**src/dcs_pkg.sv**
```systemverilog
package dcs_pkg;
  // clock of this controller, in picoseconds per cycle
  localparam int CLK_PS = 5000;
  // timing figures as printed, in picoseconds
  localparam int CCD_L_PS = 5000;
  localparam int RRD_S_2K_PS = 5300;
  localparam int RRD_L_2K_PS = 6400;
  localparam int RRD_L_1K_PS = 4900;
  localparam int FAW_2K_PS = 30000;
  localparam int FAW_1K_PS = 21000;
  localparam int WTR_S_PS = 2500;
  localparam int WTR_L_PS = 7500;
  localparam int RTP_PS = 7500;
  localparam int WR_PS = 15000;
  localparam int CRC_DM_PS = 3750;
  localparam int MOD_PS = 15000;
  localparam int CAL_PS = 3748;
  localparam int DLL_OFF_MIN_PS = 8000;
  localparam int DLL_OFF_MAX_PS = 20000;
  // cycle minimums as printed
  localparam int CCD_L_NCK = 5;
  localparam int CCD_S_NCK = 4;
  localparam int RRD_NCK = 4;
  localparam int FAW_2K_NCK = 28;
  localparam int FAW_1K_NCK = 20;
  localparam int WTR_S_NCK = 2;
  localparam int WTR_L_NCK = 4;
  localparam int RTP_NCK = 4;
  localparam int CRC_DM_NCK = 5;
  localparam int MRD_NCK = 8;
  localparam int MOD_NCK = 24;
  localparam int MPRR_NCK = 1;
  localparam int CAL_NCK = 3;
  localparam int WTR_START_BC4 = 2;
  localparam int WTR_START_BL8 = 4;

  // round up, floor
  // least time in ps to whole cycles, rounded up, then max with cycle floor
  function automatic int cyc(input int ps, input int nck);
    int c;
    c = (ps + CLK_PS - 1) / CLK_PS;
    if (c < 1) c = 1;
    return (c > nck) ? c : nck;
  endfunction

  localparam int T_CCD_L = cyc(CCD_L_PS, CCD_L_NCK);
  localparam int T_CCD_S = CCD_S_NCK;
  localparam int T_RRD_S = cyc(RRD_S_2K_PS, RRD_NCK);
  localparam int T_RRD_L2 = cyc(RRD_L_2K_PS, RRD_NCK);
  localparam int T_RRD_L1 = cyc(RRD_L_1K_PS, RRD_NCK);
  localparam int T_FAW2 = cyc(FAW_2K_PS, FAW_2K_NCK);
  localparam int T_FAW1 = cyc(FAW_1K_PS, FAW_1K_NCK);
  localparam int T_WTR_S = cyc(WTR_S_PS, WTR_S_NCK);
  localparam int T_WTR_L = cyc(WTR_L_PS, WTR_L_NCK);
  localparam int T_RTP = cyc(RTP_PS, RTP_NCK);
  localparam int T_WR = cyc(WR_PS, 1);
  localparam int T_CRC = cyc(CRC_DM_PS, CRC_DM_NCK);
  localparam int T_MRD = MRD_NCK;
  localparam int T_MOD = cyc(MOD_PS, MOD_NCK);
  localparam int T_CAL = cyc(CAL_PS, CAL_NCK);
  localparam int T_MPRR = MPRR_NCK;

  // command codes on the user port
  typedef enum logic [2:0] {
    DCS_NOP = 3'h0, DCS_ACT = 3'h1, DCS_RD = 3'h2, DCS_WR = 3'h3,
    DCS_PRE = 3'h4, DCS_MRS = 3'h5, DCS_MPR_RD = 3'h6, DCS_MPR_WR = 3'h7
  } dcs_cmd_t;

  // issue sequencer states, gray from idle through wait to select
  typedef enum logic [1:0] {
    DCS_IDLE = 2'b00, DCS_WAIT = 2'b01, DCS_SEL = 2'b11
  } dcs_state_t;
endpackage

```
**src/dcs_down_timer.sv**
```systemverilog
`timescale 1ns/1ps
`default_nettype none
// loadable down counter; ready when zero, load keeps the larger value
module dcs_down_timer #(
  parameter int W = 8
) (
  // clock and reset
  input wire logic clk_sys,
  input wire logic sys_rst,
  // load
  input wire logic load,
  input wire logic [W-1:0] value,
  // state
  output logic ready
);
  logic [W-1:0] cnt_reg;
  // a smaller reload never shortens a pending wait
  always_ff @(posedge clk_sys) begin
    if (sys_rst) begin
      cnt_reg <= '0;
    end else if (load && value > cnt_reg) begin
      cnt_reg <= value;
    end else if (cnt_reg != '0) begin
      cnt_reg <= cnt_reg - 1'b1;
    end
  end
  assign ready = (cnt_reg == '0);
endmodule // dcs_down_timer
`default_nettype wire

```
**src/dcs_act_window.sv**
```systemverilog
`timescale 1ns/1ps
`default_nettype none
// four-activate window: remembers age of the last four activates
module dcs_act_window #(
  parameter int W = 8
) (
  // clock and reset
  input wire logic clk_sys,
  input wire logic sys_rst,
  // activate seen and window length
  input wire logic act,
  input wire logic [W-1:0] window,
  // state
  output logic ready
);
  logic [W-1:0] age_reg [4];
  // shift register of remaining windows, oldest in slot 3
  always_ff @(posedge clk_sys) begin
    if (sys_rst) begin
      for (int i = 0; i < 4; i++) age_reg[i] <= '0;
    end else if (act) begin
      // slot 0 takes the new window, older slots age while shifting
      age_reg[0] <= window - 1'b1;
      for (int i = 1; i < 4; i++) begin
        age_reg[i] <= (age_reg[i-1] != '0) ? age_reg[i-1] - 1'b1 : '0;
      end
    end else begin
      for (int i = 0; i < 4; i++) begin
        if (age_reg[i] != '0) age_reg[i] <= age_reg[i] - 1'b1;
      end
    end
  end
  // a fifth activate waits until the oldest of four has aged out
  assign ready = (age_reg[3] == '0);
endmodule // dcs_act_window
`default_nettype wire

```
**src/dcs_spacing_ctrl.sv**
```systemverilog
`timescale 1ns/1ps
`default_nettype none
module dcs_spacing_ctrl
  import dcs_pkg::*;
#(
  parameter int BANKS_PER_GROUP = 4,
  parameter int GROUPS = 2,
  parameter int TW = 8,
  parameter int WL_DEF = 16,
  parameter int RP_CYC = 3
) (
  // clock and reset
  input wire logic clk_sys,
  input wire logic sys_rst,
  // mode settings
  input wire logic page_2k,
  input wire logic crc_dm_en,
  input wire logic fixed_bc4,
  input wire logic cal_mode,
  input wire logic dll_off,
  input wire logic [5:0] write_latency,
  input wire logic [5:0] additive_latency,
  input wire logic [3:0] parity_latency,
  input wire logic [5:0] wr_programmed,
  // user request
  input wire logic req_valid,
  output logic req_ready,
  input wire logic [2:0] req_cmd,
  input wire logic req_auto_pre,
  input wire logic [$clog2(GROUPS)-1:0] req_group,
  input wire logic [$clog2(BANKS_PER_GROUP)-1:0] req_bank,
  // device command pins
  output logic cs_n_reg,
  output logic [2:0] cmd_reg,
  output logic [$clog2(GROUPS)-1:0] group_reg,
  output logic [$clog2(BANKS_PER_GROUP)-1:0] bank_reg,
  output logic auto_pre_reg,
  // status
  output logic dll_clock_ok
);
  localparam int NB = GROUPS * BANKS_PER_GROUP;
  localparam int CW = TW;

  dcs_state_t state_reg, state_next;
  dcs_cmd_t cmd_in;
  logic issue;
  logic [$clog2(CAL_NCK + T_CAL + 1)-1:0] cal_cnt_reg;
  logic [CW-1:0] wr_start_cyc;

  assign cmd_in = dcs_cmd_t'(req_cmd);

  // timers; per group ready signals
  logic [GROUPS-1:0] col_l_rdy, act_l_rdy, wtr_l_rdy;
  logic [NB-1:0] pre_rdy;
  logic col_s_rdy, act_s_rdy, wtr_s_rdy, mrd_rdy, mod_rdy, mpr_rdy, faw_rdy;
  logic col_any, act_any, wr_any, rd_any, pre_any, mrs_any;

  // decoded strobes at the moment a command leaves
  assign col_any = issue && (cmd_in == DCS_RD || cmd_in == DCS_WR);
  assign act_any = issue && cmd_in == DCS_ACT;
  assign wr_any = issue && cmd_in == DCS_WR;
  assign rd_any = issue && cmd_in == DCS_RD;
  assign pre_any = issue && cmd_in == DCS_PRE;
  assign mrs_any = issue && cmd_in == DCS_MRS;

  assign wr_start_cyc = CW'(write_latency) + (fixed_bc4 ? CW'(WTR_START_BC4) : CW'(WTR_START_BL8));

  // crc and mask extension shared by write-to-read turnaround and write recovery without auto precharge
  function automatic logic [CW-1:0] ext(input logic en);
    return en ? CW'(T_CRC) : '0;
  endfunction

  function automatic logic [CW-1:0] cal_ext(input logic en);
    return en ? CW'(T_CAL) : '0;
  endfunction

  genvar g;
  generate
    for (g = 0; g < GROUPS; g++) begin : g_grp
      logic hit;
      assign hit = (req_group == ($clog2(GROUPS))'(g));
      dcs_down_timer #(.W(CW)) u_col (
        .clk_sys(clk_sys), .sys_rst(sys_rst), .load(col_any && hit),
        .value(CW'(T_CCD_L - 1)), .ready(col_l_rdy[g]));
      dcs_down_timer #(.W(CW)) u_act (
        .clk_sys(clk_sys), .sys_rst(sys_rst), .load(act_any && hit),
        .value(page_2k ? CW'(T_RRD_L2 - 1) : CW'(T_RRD_L1 - 1)), .ready(act_l_rdy[g]));
      dcs_down_timer #(.W(CW)) u_wtr (
        .clk_sys(clk_sys), .sys_rst(sys_rst), .load(wr_any && hit),
        .value(wr_start_cyc + CW'(T_WTR_L) + ext(crc_dm_en) - 1'b1), .ready(wtr_l_rdy[g]));
    end
  endgenerate

  genvar b;
  generate
    for (b = 0; b < NB; b++) begin : g_bank
      logic hit;
      logic [CW-1:0] val;
      assign hit = ({req_group, req_bank} == ($clog2(NB))'(b));
      // read to precharge; write recovery, plus precharge if auto
      always_comb begin
        if (cmd_in == DCS_RD) val = CW'(T_RTP - 1);
        else if (req_auto_pre) val = wr_start_cyc + CW'(wr_programmed) + CW'(RP_CYC) - 1'b1;
        else val = wr_start_cyc + CW'(T_WR) + ext(crc_dm_en) - 1'b1;
      end
      dcs_down_timer #(.W(CW)) u_pre (
        .clk_sys(clk_sys), .sys_rst(sys_rst), .load((rd_any || wr_any) && hit),
        .value(val), .ready(pre_rdy[b]));
    end
  endgenerate

  dcs_down_timer #(.W(CW)) u_col_s (
    .clk_sys(clk_sys), .sys_rst(sys_rst), .load(col_any),
    .value(CW'(T_CCD_S - 1)), .ready(col_s_rdy));
  dcs_down_timer #(.W(CW)) u_act_s (
    .clk_sys(clk_sys), .sys_rst(sys_rst), .load(act_any),
    .value(CW'(T_RRD_S - 1)), .ready(act_s_rdy));
  dcs_down_timer #(.W(CW)) u_wtr_s (
    .clk_sys(clk_sys), .sys_rst(sys_rst), .load(wr_any),
    .value(wr_start_cyc + CW'(T_WTR_S) + ext(crc_dm_en) - 1'b1), .ready(wtr_s_rdy));
  dcs_down_timer #(.W(CW)) u_mrd (
    .clk_sys(clk_sys), .sys_rst(sys_rst), .load(mrs_any),
    .value(CW'(T_MRD - 1) + cal_ext(cal_mode)), .ready(mrd_rdy));
  // update delay; multipurpose write adds latencies
  dcs_down_timer #(.W(CW)) u_mod (
    .clk_sys(clk_sys), .sys_rst(sys_rst),
    .load(mrs_any || (issue && cmd_in == DCS_MPR_WR)),
    .value(CW'(T_MOD - 1) + cal_ext(cal_mode) +
      ((cmd_in == DCS_MPR_WR) ? CW'(additive_latency) + CW'(parity_latency) : '0)),
    .ready(mod_rdy));
  dcs_down_timer #(.W(CW)) u_mpr (
    .clk_sys(clk_sys), .sys_rst(sys_rst), .load(issue && cmd_in == DCS_MPR_RD),
    .value(CW'(T_MPRR)), .ready(mpr_rdy));
  dcs_act_window #(.W(CW)) u_faw (
    .clk_sys(clk_sys), .sys_rst(sys_rst), .act(act_any),
    .window(page_2k ? CW'(T_FAW2) : CW'(T_FAW1)), .ready(faw_rdy));

  // legality of the pending request
  logic legal;
  always_comb begin
    legal = mpr_rdy && (mod_rdy || cmd_in == DCS_MRS);
    unique case (cmd_in)
      DCS_ACT: legal = legal && act_s_rdy && act_l_rdy[req_group] && faw_rdy;
      DCS_RD: legal = legal && col_s_rdy && col_l_rdy[req_group] && wtr_s_rdy
        && wtr_l_rdy[req_group];
      DCS_WR: legal = legal && col_s_rdy && col_l_rdy[req_group];
      DCS_PRE: legal = legal && pre_rdy[{req_group, req_bank}];
      DCS_MRS: legal = legal && mrd_rdy;
      DCS_NOP, DCS_MPR_RD, DCS_MPR_WR: legal = legal;
    endcase
  end

  // select latency: cs_n drops, command follows after the latency
  always_comb begin
    state_next = state_reg;
    issue = 1'b0;
    unique case (state_reg)
      DCS_IDLE: if (req_valid && legal) begin
        if (cal_mode) state_next = DCS_WAIT;
        else issue = 1'b1;
      end
      DCS_WAIT: if (cal_cnt_reg == '0) state_next = DCS_SEL;
      DCS_SEL: begin
        issue = 1'b1;
        state_next = DCS_IDLE;
      end
      default: state_next = DCS_IDLE;
    endcase
  end
  assign req_ready = issue;

  // sequencer state
  always_ff @(posedge clk_sys) begin
    if (sys_rst) state_reg <= DCS_IDLE;
    else state_reg <= state_next;
  end

  always_ff @(posedge clk_sys) begin
    if (sys_rst) cal_cnt_reg <= '0;
    else if (state_reg == DCS_IDLE && state_next == DCS_WAIT)
      cal_cnt_reg <= ($bits(cal_cnt_reg))'(T_CAL - 2);
    else if (cal_cnt_reg != '0) cal_cnt_reg <= cal_cnt_reg - 1'b1;
  end

  // pin register; cs_n also low while the next state is DCS_WAIT
  always_ff @(posedge clk_sys) begin
    if (sys_rst) begin
      cs_n_reg <= 1'b1;
      cmd_reg <= DCS_NOP;
      group_reg <= '0;
      bank_reg <= '0;
      auto_pre_reg <= 1'b0;
    end else begin
      cs_n_reg <= !(issue || state_next == DCS_WAIT);
      cmd_reg <= issue ? req_cmd : DCS_NOP;
      group_reg <= req_group;
      bank_reg <= req_bank;
      auto_pre_reg <= issue && req_auto_pre;
    end
  end

  // clock range check with loop off; 5 ns clock lies outside it
  assign dll_clock_ok = !dll_off || (CLK_PS >= DLL_OFF_MIN_PS && CLK_PS <= DLL_OFF_MAX_PS);

  // a_col_same_grp
  a_col_same_grp: assert property (@(posedge clk_sys) disable iff (sys_rst)
    col_any ##1 1 |-> !(col_any && req_group == $past(req_group)))
    else $error("column commands in one group too close");
  // a_act_other
  a_act_other: assert property (@(posedge clk_sys) disable iff (sys_rst)
    act_any |=> !act_any [*3]) else $error("activates too close");
  // a_mrs_space
  a_mrs_space: assert property (@(posedge clk_sys) disable iff (sys_rst)
    mrs_any |=> !mrs_any [*7]) else $error("mode sets too close");
  // a_mod_wait
  a_mod_wait: assert property (@(posedge clk_sys) disable iff (sys_rst)
    mrs_any && !cal_mode |=> !(issue && cmd_in != DCS_MRS) [*8])
    else $error("command inside update delay");
  // a_col_any
  a_col_any: assert property (@(posedge clk_sys) disable iff (sys_rst)
    col_any |=> !col_any [*3]) else $error("column commands too close");
  // a_mpr_rec
  a_mpr_rec: assert property (@(posedge clk_sys) disable iff (sys_rst)
    issue && cmd_in == DCS_MPR_RD |=> !issue) else $error("no recovery after mpr read");
  // a_cal_lat
  a_cal_lat: assert property (@(posedge clk_sys) disable iff (sys_rst)
    state_reg == DCS_IDLE && state_next == DCS_WAIT |-> ##[1:4] issue)
    else $error("select latency not kept");
  // a_rd_pre
  a_rd_pre: assert property (@(posedge clk_sys) disable iff (sys_rst)
    rd_any ##1 pre_any |-> 0) else $error("precharge right after read");
  c_act: cover property (@(posedge clk_sys) act_any);
  c_wr_rd: cover property (@(posedge clk_sys) wr_any ##[1:40] rd_any);
  c_cal: cover property (@(posedge clk_sys) state_reg == DCS_SEL);
endmodule // dcs_spacing_ctrl
`default_nettype wire

```
**config.mk**
```make
export PLATFORM = sky130hd
export DESIGN_NAME = dcs_spacing_ctrl
export DESIGN_NICKNAME = d
export VERILOG_FILES = /design/src/dcs_pkg.sv /design/src/dcs_down_timer.sv /design/src/dcs_act_window.sv /design/src/dcs_spacing_ctrl.sv
export SDC_FILE = /design/constraint.sdc
export NUM_CORES = 1
export LEC_CHECK = 0
export BUFFER_PORTS_ARGS = -buffer_cell sky130_fd_sc_hd__buf_4
export CORE_MARGIN = 2
export CORE_UTILIZATION = 30
export CTS_CLUSTER_SIZE = 16
export DETAILED_ROUTE_END_ITERATION = 10
export GPL_TIMING_DRIVEN = 0
export HOLD_SLACK_MARGIN = 0.08
export PLACE_DENSITY_LB_ADDON = 0.25
export SLEW_MARGIN = 40
export SYNTH_ARGS = -nofsm -noshare
export SYNTH_HDL_FRONTEND = slang
export SYNTH_SLANG_ARGS = --single-unit
```
**constraint.sdc**
```tcl
create_clock -name clk_sys -period 18.65 [get_ports clk_sys]
set_input_delay 5.595 -clock clk_sys [delete_from_list [all_inputs] [get_ports clk_sys]]
set_output_delay 5.595 -clock clk_sys [all_outputs]
set_load 0.05 [all_outputs]
```
==> metrics.txt, run 1 <==
WS Path Type in -> out; Final #Nets 2,122; Place WS 3.91 ns; initial antenna violation count 0; Yosys reg bits 205; largest net degree at the start of global routing 14; Clk Latency, worst-skew pair 0.56 ns; hold buffer count at cts 0; final hold vios 0; register area 4420 µm²; Starting Density 30.4%; Fmax 68.1 MHz; Power per Cell Area 169 nW/µm²; Worst EP arrival 9.08 ns; net switching power figure 1.28 mW; Post-Syn Area per Cell 8.41 µm²; WL met1 21,700 µm; antenna cells 0; die area 52,800 µm²; Clock power frac 16.8%; clock buffer depth 3; Seq pwr share 27.6%; Starting DRT DRC Count 729; postcts setup bufs 0; DP Cell Count 2,542; Top delay family on crit path buffers and inverters; Least-Margin Pin Slew 0.859 ns; GRT Util Overall 17.3%; DRC viols 0; # setup viols final 0; slew margin rel. 42.7%; multi-input logic area 10,100 µm²; Sw Share 43.5%; Clock Skew 0.0156 ns; final worst-path cycle share 78.7%; Int Pwr 1.67 mW; top sig layer met4; DIE WIDTH 230 µm; Crit Path Max Fanout 10; Cell Chain, Critical Path buf_4, clkbuf_1, nor2b_1, clkbuf_1, nor2_1, a41oi_1, nor2b_1, nand3_1, nand2_1, clkbuf_1, inv_1, buf_4; sequential element share of the synthesized area 28.9%; cell with the most instances after synthesis ha_1; Mapped Cells 1,819; Area contributors post-synth dfxtp_1 (23%), ha_1 (15%), xnor2_1 (6.6%); Final Util 34.7%; Via density 5.18; yosys warns 0; share of cells above drive strength 1 9.28%; setup tns final 0 ns; Initial DRT Pass Iterations 7; fillers 5,278; Leak 7.41 nW; H-tree Lvls 1; setup slack after layout 3.97 ns; VDD IR max 81.3 µV; final slew viol count 0; Final Non-Filler Cells 2,590; Die Y 230 µm; largest area contributor in the netlist dfxtp_1; Top Ports 47; Syn-to-layout area delta 14.1%; Synth Flop Type dfxtp_1; CP Capture Type primary output; port bufs 45; total global routing overflow 0; Hold Crit Class reg -> reg; Critical Path RT 13.05 ns; Async SR Flop Fraction 0%; Clock Root Buffer clkbuf_16; synthesized cell area 15,300 µm²; vias in the first global route 13,200; WL met2 21,300 µm; Final Critical Period 14.68 ns; CP max stage delay 0.55 ns; Comb pwr share 55.6%; Yosys cell types 75; Post-DP HPWL 33,900 µm; number of flops mapped to enable cells by yosys 32; metal3 WL 1880 µm; antenna viol nets, final 0; Pwr Total 2.95 mW; cell types with the highest counts after synthesis ha_1 (182), dfxtp_1 (173), inv_1 (164), nor2_1 (159), nand2_1 (152); status complete, no violations; most frequent CP cell clkbuf_1; CTS tree built; # rows 82; global placement routability congestion 0.862; flip-flop count of the largest register after layout 64; Worst Setup Start Kind input pin; Wirelength per Cell 17.8 µm; Synth top area share 22.6%; Worst-path clk slew 0.05 ns; first-pass GRT wire length 73,000 µm; RSZ-0062 raised after global routing no; CP max-delay cell clkbuf_1; floorplan core area 50,300 µm²; CTS Sinks 205; vias 13,400; Post-Route WL 46,100 µm; post-cts repair resize count 0; Num CTS Buffers 26; CP bufs+invs 6; max cap viols 0
-- cells in the final DEF (no fill, tap or decap), types with 17 or more instances in the layout --
cell type / synthesis / layout
a21oi_1: 86 / 86
nand4_1: 41 / 41
o31ai_1: 18 / 17
nor2_1: 159 / 157
xor2_1: 36 / 36
o21ai_0: 43 / 43
ha_1: 182 / 182
xnor2_1: 115 / 115
clkbuf_16: 0 / 27
mux2i_1: 55 / 55
o211ai_1: 18 / 18
or3_1: 22 / 22
edfxtp_1: 32 / 32
buf_4: 0 / 47
mux2_2: 40 / 40
nor4_1: 32 / 31
inv_1: 164 / 164
nand2_1: 152 / 152
nor2b_1: 32 / 32
nand3_1: 58 / 58
a21o_1: 26 / 26
clkbuf_1: 49 / 49
dfxtp_1: 173 / 173
nor3_1: 87 / 84
-- worst min-delay path, cell delays in order, from the launching register on --
cell	delay, ns
dfxtp_1	0.31
o31ai_1	0.06
a21oi_1	0.06
-- worst paths after layout --
kind / startpoint / endpoint / slack [ns] / cells past startpoint
worst max register to register: g_bank[7].u_pre.cnt_reg[0] / g_grp[1].u_wtr.cnt_reg[6] / 14.55 / 11
worst min register to register: u_mpr.cnt_reg[3] / u_mpr.cnt_reg[3] / 0.48 / 2
worst max-delay path: req_cmd[1] / req_ready / 3.97 / 12
worst min-delay path: u_mpr.cnt_reg[3] / u_mpr.cnt_reg[3] / 0.48 / 2
-- cell families after synthesis --
kind of cell / Yosys count / synth area share [%]
AOI/OAI and AO/OA: 277 / 11.9
xor gates and xnor gates: 151 / 8.64
adders and majority gates: 186 / 15.4
buffers and inverters: 222 / 5.56
DFF: 205 / 28.9
muxes: 100 / 7.03
other: 1 / 0.0245
and+or+nand+nor: 677 / 22.5
-- layer usage --
layer / GRT usage, % / up-vias
li1: - / 6609
met1: 23.1 / 6441
met2: 29.6 / 284
met3: 1.45 / 71
met4: 4.92 / 0
met5: 0 / -
-- final cells by class --
type / instances / share of cell area [%]
sequential: 205 / 25.3
multi-input combinational: 1394 / 57.9
timing repair buffer: 50 / 2.18
clock buffer: 43 / 4.56
inverter: 166 / 3.57
clock inverter: 4 / 0.208
tap: 672 / 4.82
buffer: 56 / 1.38
-- power by group through the flow --
stage                     combinational [mW]  clock (mW)  sequential, mW
after global routing                    1.86       0.523           0.841
after global placement                  1.57           0           0.815
after CTS                               1.63       0.509           0.812
after floorplan                         1.29           0           0.779
final                                   1.64       0.495           0.815
after detailed placement                1.62           0           0.818
-- metrics by stage --
step / cell area [µm²] / hold WS, ns
detailed placement: 16600 / 0.470
CTS: 17400 / 0.484
finish: 17500 / 0.484
global placement: 16500 / 0.462
global route: 17500 / 0.524
floorplan: 15300 / 0.448
Power figures use the tool's default switching activity.
==> inputs of run 2 (changes only) <==
ABC_AREA = 1   (was not set)
clock period = 14.6 ns   (was 18.65 ns; I/O delays follow)
==> metrics.txt, run 2 <==
Leak 7.91 nW (+6.7%); DP Cell Count 2,874 (+13%); cell types with the highest counts after synthesis nand2_1 (384), inv_1 (300), nor2_1 (278), a21oi_1 (195), ha_1 (182); status complete, no violations; post-cts repair resize count 0 (unchanged); Initial DRT Pass Iterations 5 (-2); CP Capture Type primary output; Clock Root Buffer clkbuf_16; final hold vios 0 (unchanged); commonest non-fill, non-tap cell in the layout nand2_1; die area 52,200 µm² (-1.2%); final worst-path cycle share 75.2%; Clock Skew 0.0127 ns (-0.00292 ns); CP max stage delay 0.37 ns (-0.18 ns); Post-DP HPWL 31,200 µm (-7.9%); Least-Margin Pin Slew 0.900 ns (+0.0401 ns); multi-input logic area 9430 µm² (-6.7%); flip-flop count of the largest register after layout 64 (unchanged); Crit Path Max Fanout 10 (unchanged); Critical Path End req_ready; register area 4420 µm² (unchanged); floorplan core area 50,000 µm² (-0.61%); top sig layer met5; slew margin rel. 40.0% (-2.7 points); Reg2Reg Depth 16 (+5); Top delay family on crit path buffers and inverters; antenna cells 0 (unchanged); Post-Route WL 41,500 µm (-10%); Post-Synth Simple-Gate Area 26.2% (+3.8 points); DRC viols 0 (unchanged); hold buffer count at cts 0 (unchanged); share of cells above drive strength 1 6.81% (-2.5 points); DIE WIDTH 228 µm (-0.60%); postcts setup bufs 0 (unchanged); vias in the first global route 13,600 (+2.6%); crit path launch req_group; post-synthesis compound-gate area fraction 13.9% (+2.0 points); Hold Crit Class reg -> reg; multiplexer area fraction after synthesis 0% (-7.0 points); Final Non-Filler Cells 2,919 (+13%); Cell Chain, Critical Path buf_4, inv_1, clkbuf_1, nand2_1, nand4_1, a21oi_1, nand3_2, a21oi_4, buf_6, buf_4; Comb pwr share 55.1% (-0.5 points); largest net degree at the start of global routing 17 (+3); fillers 5,401 (+2.3%); CP bufs+invs 5 (-1); total global routing overflow 0 (unchanged); CTS tree built; WS Path Type in -> out; max cap viols 0 (unchanged); Worst Setup Start Kind input pin; Mapped Cells 2,153 (+18%); setup tns final 0 ns (unchanged); synthesized-area fraction occupied by adder cells 15.6% (+0.19 points); largest family of logic cells by synthesized area simple AND/OR/NAND/NOR gates; Async SR Flop Fraction 0% (unchanged); Num CTS Buffers 25 (-3.8%); Area contributors post-synth dfxtp_1 (23%), ha_1 (15%), nand2_1 (9.5%); Final Critical Period 10.98 ns; vias 14,000 (+4.6%); CP max-delay cell clkbuf_1; yosys warns 0 (unchanged); synthesized cell area 15,100 µm² (-1.2%); final slew viol count 0 (unchanged); WL met1 20,200 µm (-6.8%); net switching power figure 1.58 mW (+23%); Synth top area share 22.9% (+0.28 points); global placement routability congestion 0.851 (-1.3%); Starting Density 30.2% (-0.18 points); port bufs 45 (unchanged); Yosys reg bits 205 (unchanged); Die Y 228 µm (-0.60%); Syn-to-layout area delta 13.6%; Post-Syn Area per Cell 7.02 µm² (-17%); # setup viols final 0 (unchanged); # rows 82 (unchanged); RR Startpoint g_bank[2].u_pre.cnt_reg[0]; WL met2 18,700 µm (-12%); Power per Cell Area 204 nW/µm² (+21%); Seq pwr share 26.8% (-0.8 points); RSZ-0062 raised after global routing no; CTS Sinks 205 (unchanged); Final #Nets 2,452 (+16%); largest area contributor in the netlist dfxtp_1; Via density 4.80 (-7.2%); most frequent CP cell buf_4; Hold Slack 0.464 ns (-0.0204 ns); Wirelength per Cell 14.2 µm (-20%); Worst-path clk slew 0.06 ns (about the same); Worst EP arrival 6.60 ns (-2.48 ns); Synth Area in XOR/XNOR 6.37% (-2.3 points); cell with the most instances after synthesis nand2_1; Synth Flop Type dfxtp_1; VDD IR max 109 µV (+33%); commonest non-fill, non-tap cells in the layout nand2_1 (384), inv_1 (300), nor2_1 (278); WP depth 10 (-2); Top Ports 47 (unchanged); Yosys cell types 54 (-28%); Starting DRT DRC Count 795 (+9.1%); Sw Share 45.1% (+1.7 points); reg-to-reg setup timing slack 11.11 ns (-3.44 ns); number of flops mapped to enable cells by yosys 32 (unchanged); Int Pwr 1.92 mW (+15%); initial antenna violation count 1 (+1); metal3 WL 1630 µm (-13%); sequential element share of the synthesized area 29.3% (+0.35 points); reg2reg end u_faw.age_reg[0][3]; Clk Latency, worst-skew pair 0.54 ns (-0.02 ns); H-tree Lvls 1 (unchanged); Fmax 91.1 MHz; first-pass GRT wire length 68,000 µm (-6.9%); Critical Path RT 10.22 ns (-2.83 ns); Clock power frac 18.1% (+1.3 points); antenna viol nets, final 0 (unchanged); GRT Util Overall 15.7% (-1.6 points); clock buffer depth 3 (unchanged)
## run 2: cell count changes after synthesis, sizes merged, moves of 32 or more
cell / previous run / this run
a21oi: 86 / 198
inv: 164 / 315
mux2: 45 / 0
mux2i: 55 / 0
nand2: 152 / 386
nand3: 58 / 135
nor2: 159 / 292
nor2b: 32 / 0
nor3: 89 / 55
o21ai: 43 / 129
xnor2: 115 / 28
xor2: 36 / 81
## run 2: kinds of logic after synthesis
kind of cell / after synthesis
buffers and inverters: 342
adder cells (fa/ha/maj): 186
other: 1
AND/OR/NAND/NOR: 922
AO/OA/AOI/OAI: 388
flip-flops: 205
XOR/XNOR: 109
## run 2: metrics by stage
step / cell area, µm² / setup WS, ns / power [mW] / util, %
2_1_floorplan: 15100 / 4.62 / 2.44 / -
3_3_place_gp: 16300 / 3.53 / 2.81 / 32.6
3_5_place_dp: 16400 / 3.58 / 2.86 / 32.7
4_1_cts: 17200 / 3.58 / 3.52 / 34.4
5_1_grt: 17200 / 3.46 / 3.88 / 34.4
6_report: 17200 / 3.62 / 3.50 / 34.4
## run 2: layout make-up
type	count	area share, %
buffer	25	0.648
sequential	205	25.8
timing repair buffer	47	2.10
tap	672	4.90
multi-input combinational	1608	54.9
clock inverter	10	0.597
clock buffer	35	4.15
inverter	317	6.93
## run 2: how the worst min path moves through the flow
stage / from / end / slack, ns / cells after the start
5_1_grt: g_grp[0].u_col.cnt_reg[0] / g_grp[0].u_col.cnt_reg[0] / 0.49 / 2
4_1_cts: g_grp[1].u_col.cnt_reg[4] / g_grp[1].u_col.cnt_reg[4] / 0.47 / 2
2_1_floorplan: g_grp[0].u_col.cnt_reg[0] / g_grp[0].u_col.cnt_reg[0] / 0.44 / 2
6_report: g_grp[1].u_col.cnt_reg[4] / g_grp[1].u_col.cnt_reg[4] / 0.46 / 2
3_5_place_dp: g_grp[1].u_col.cnt_reg[4] / g_grp[1].u_col.cnt_reg[4] / 0.46 / 2
3_3_place_gp: g_grp[0].u_col.cnt_reg[0] / g_grp[0].u_col.cnt_reg[0] / 0.45 / 2
## run 2: power groups by stage
stage	Combinational, mW	Clock, mW	Sequential (mW)
4_1_cts	1.93	0.652	0.939
3_3_place_gp	1.87	0	0.946
6_report	1.93	0.632	0.941
5_1_grt	2.24	0.671	0.968
2_1_floorplan	1.52	0	0.919
3_5_place_dp	1.91	0	0.948
## run 2: per-layer routing
metal  vias up  GRT usage, %
met5         -             0
met4         2          3.80
met3        65          2.31
met2       215          26.1
met1      6491          21.3
li1       7243             -
## run 2: tightest hold or removal path, delay by kind of cell, from the launching register on
family | cells | cell delay [ns]
DFF | 1 | 0.31
and+or+nand+nor | 1 | 0.06
AOI/OAI and AO/OA | 1 | 0.05
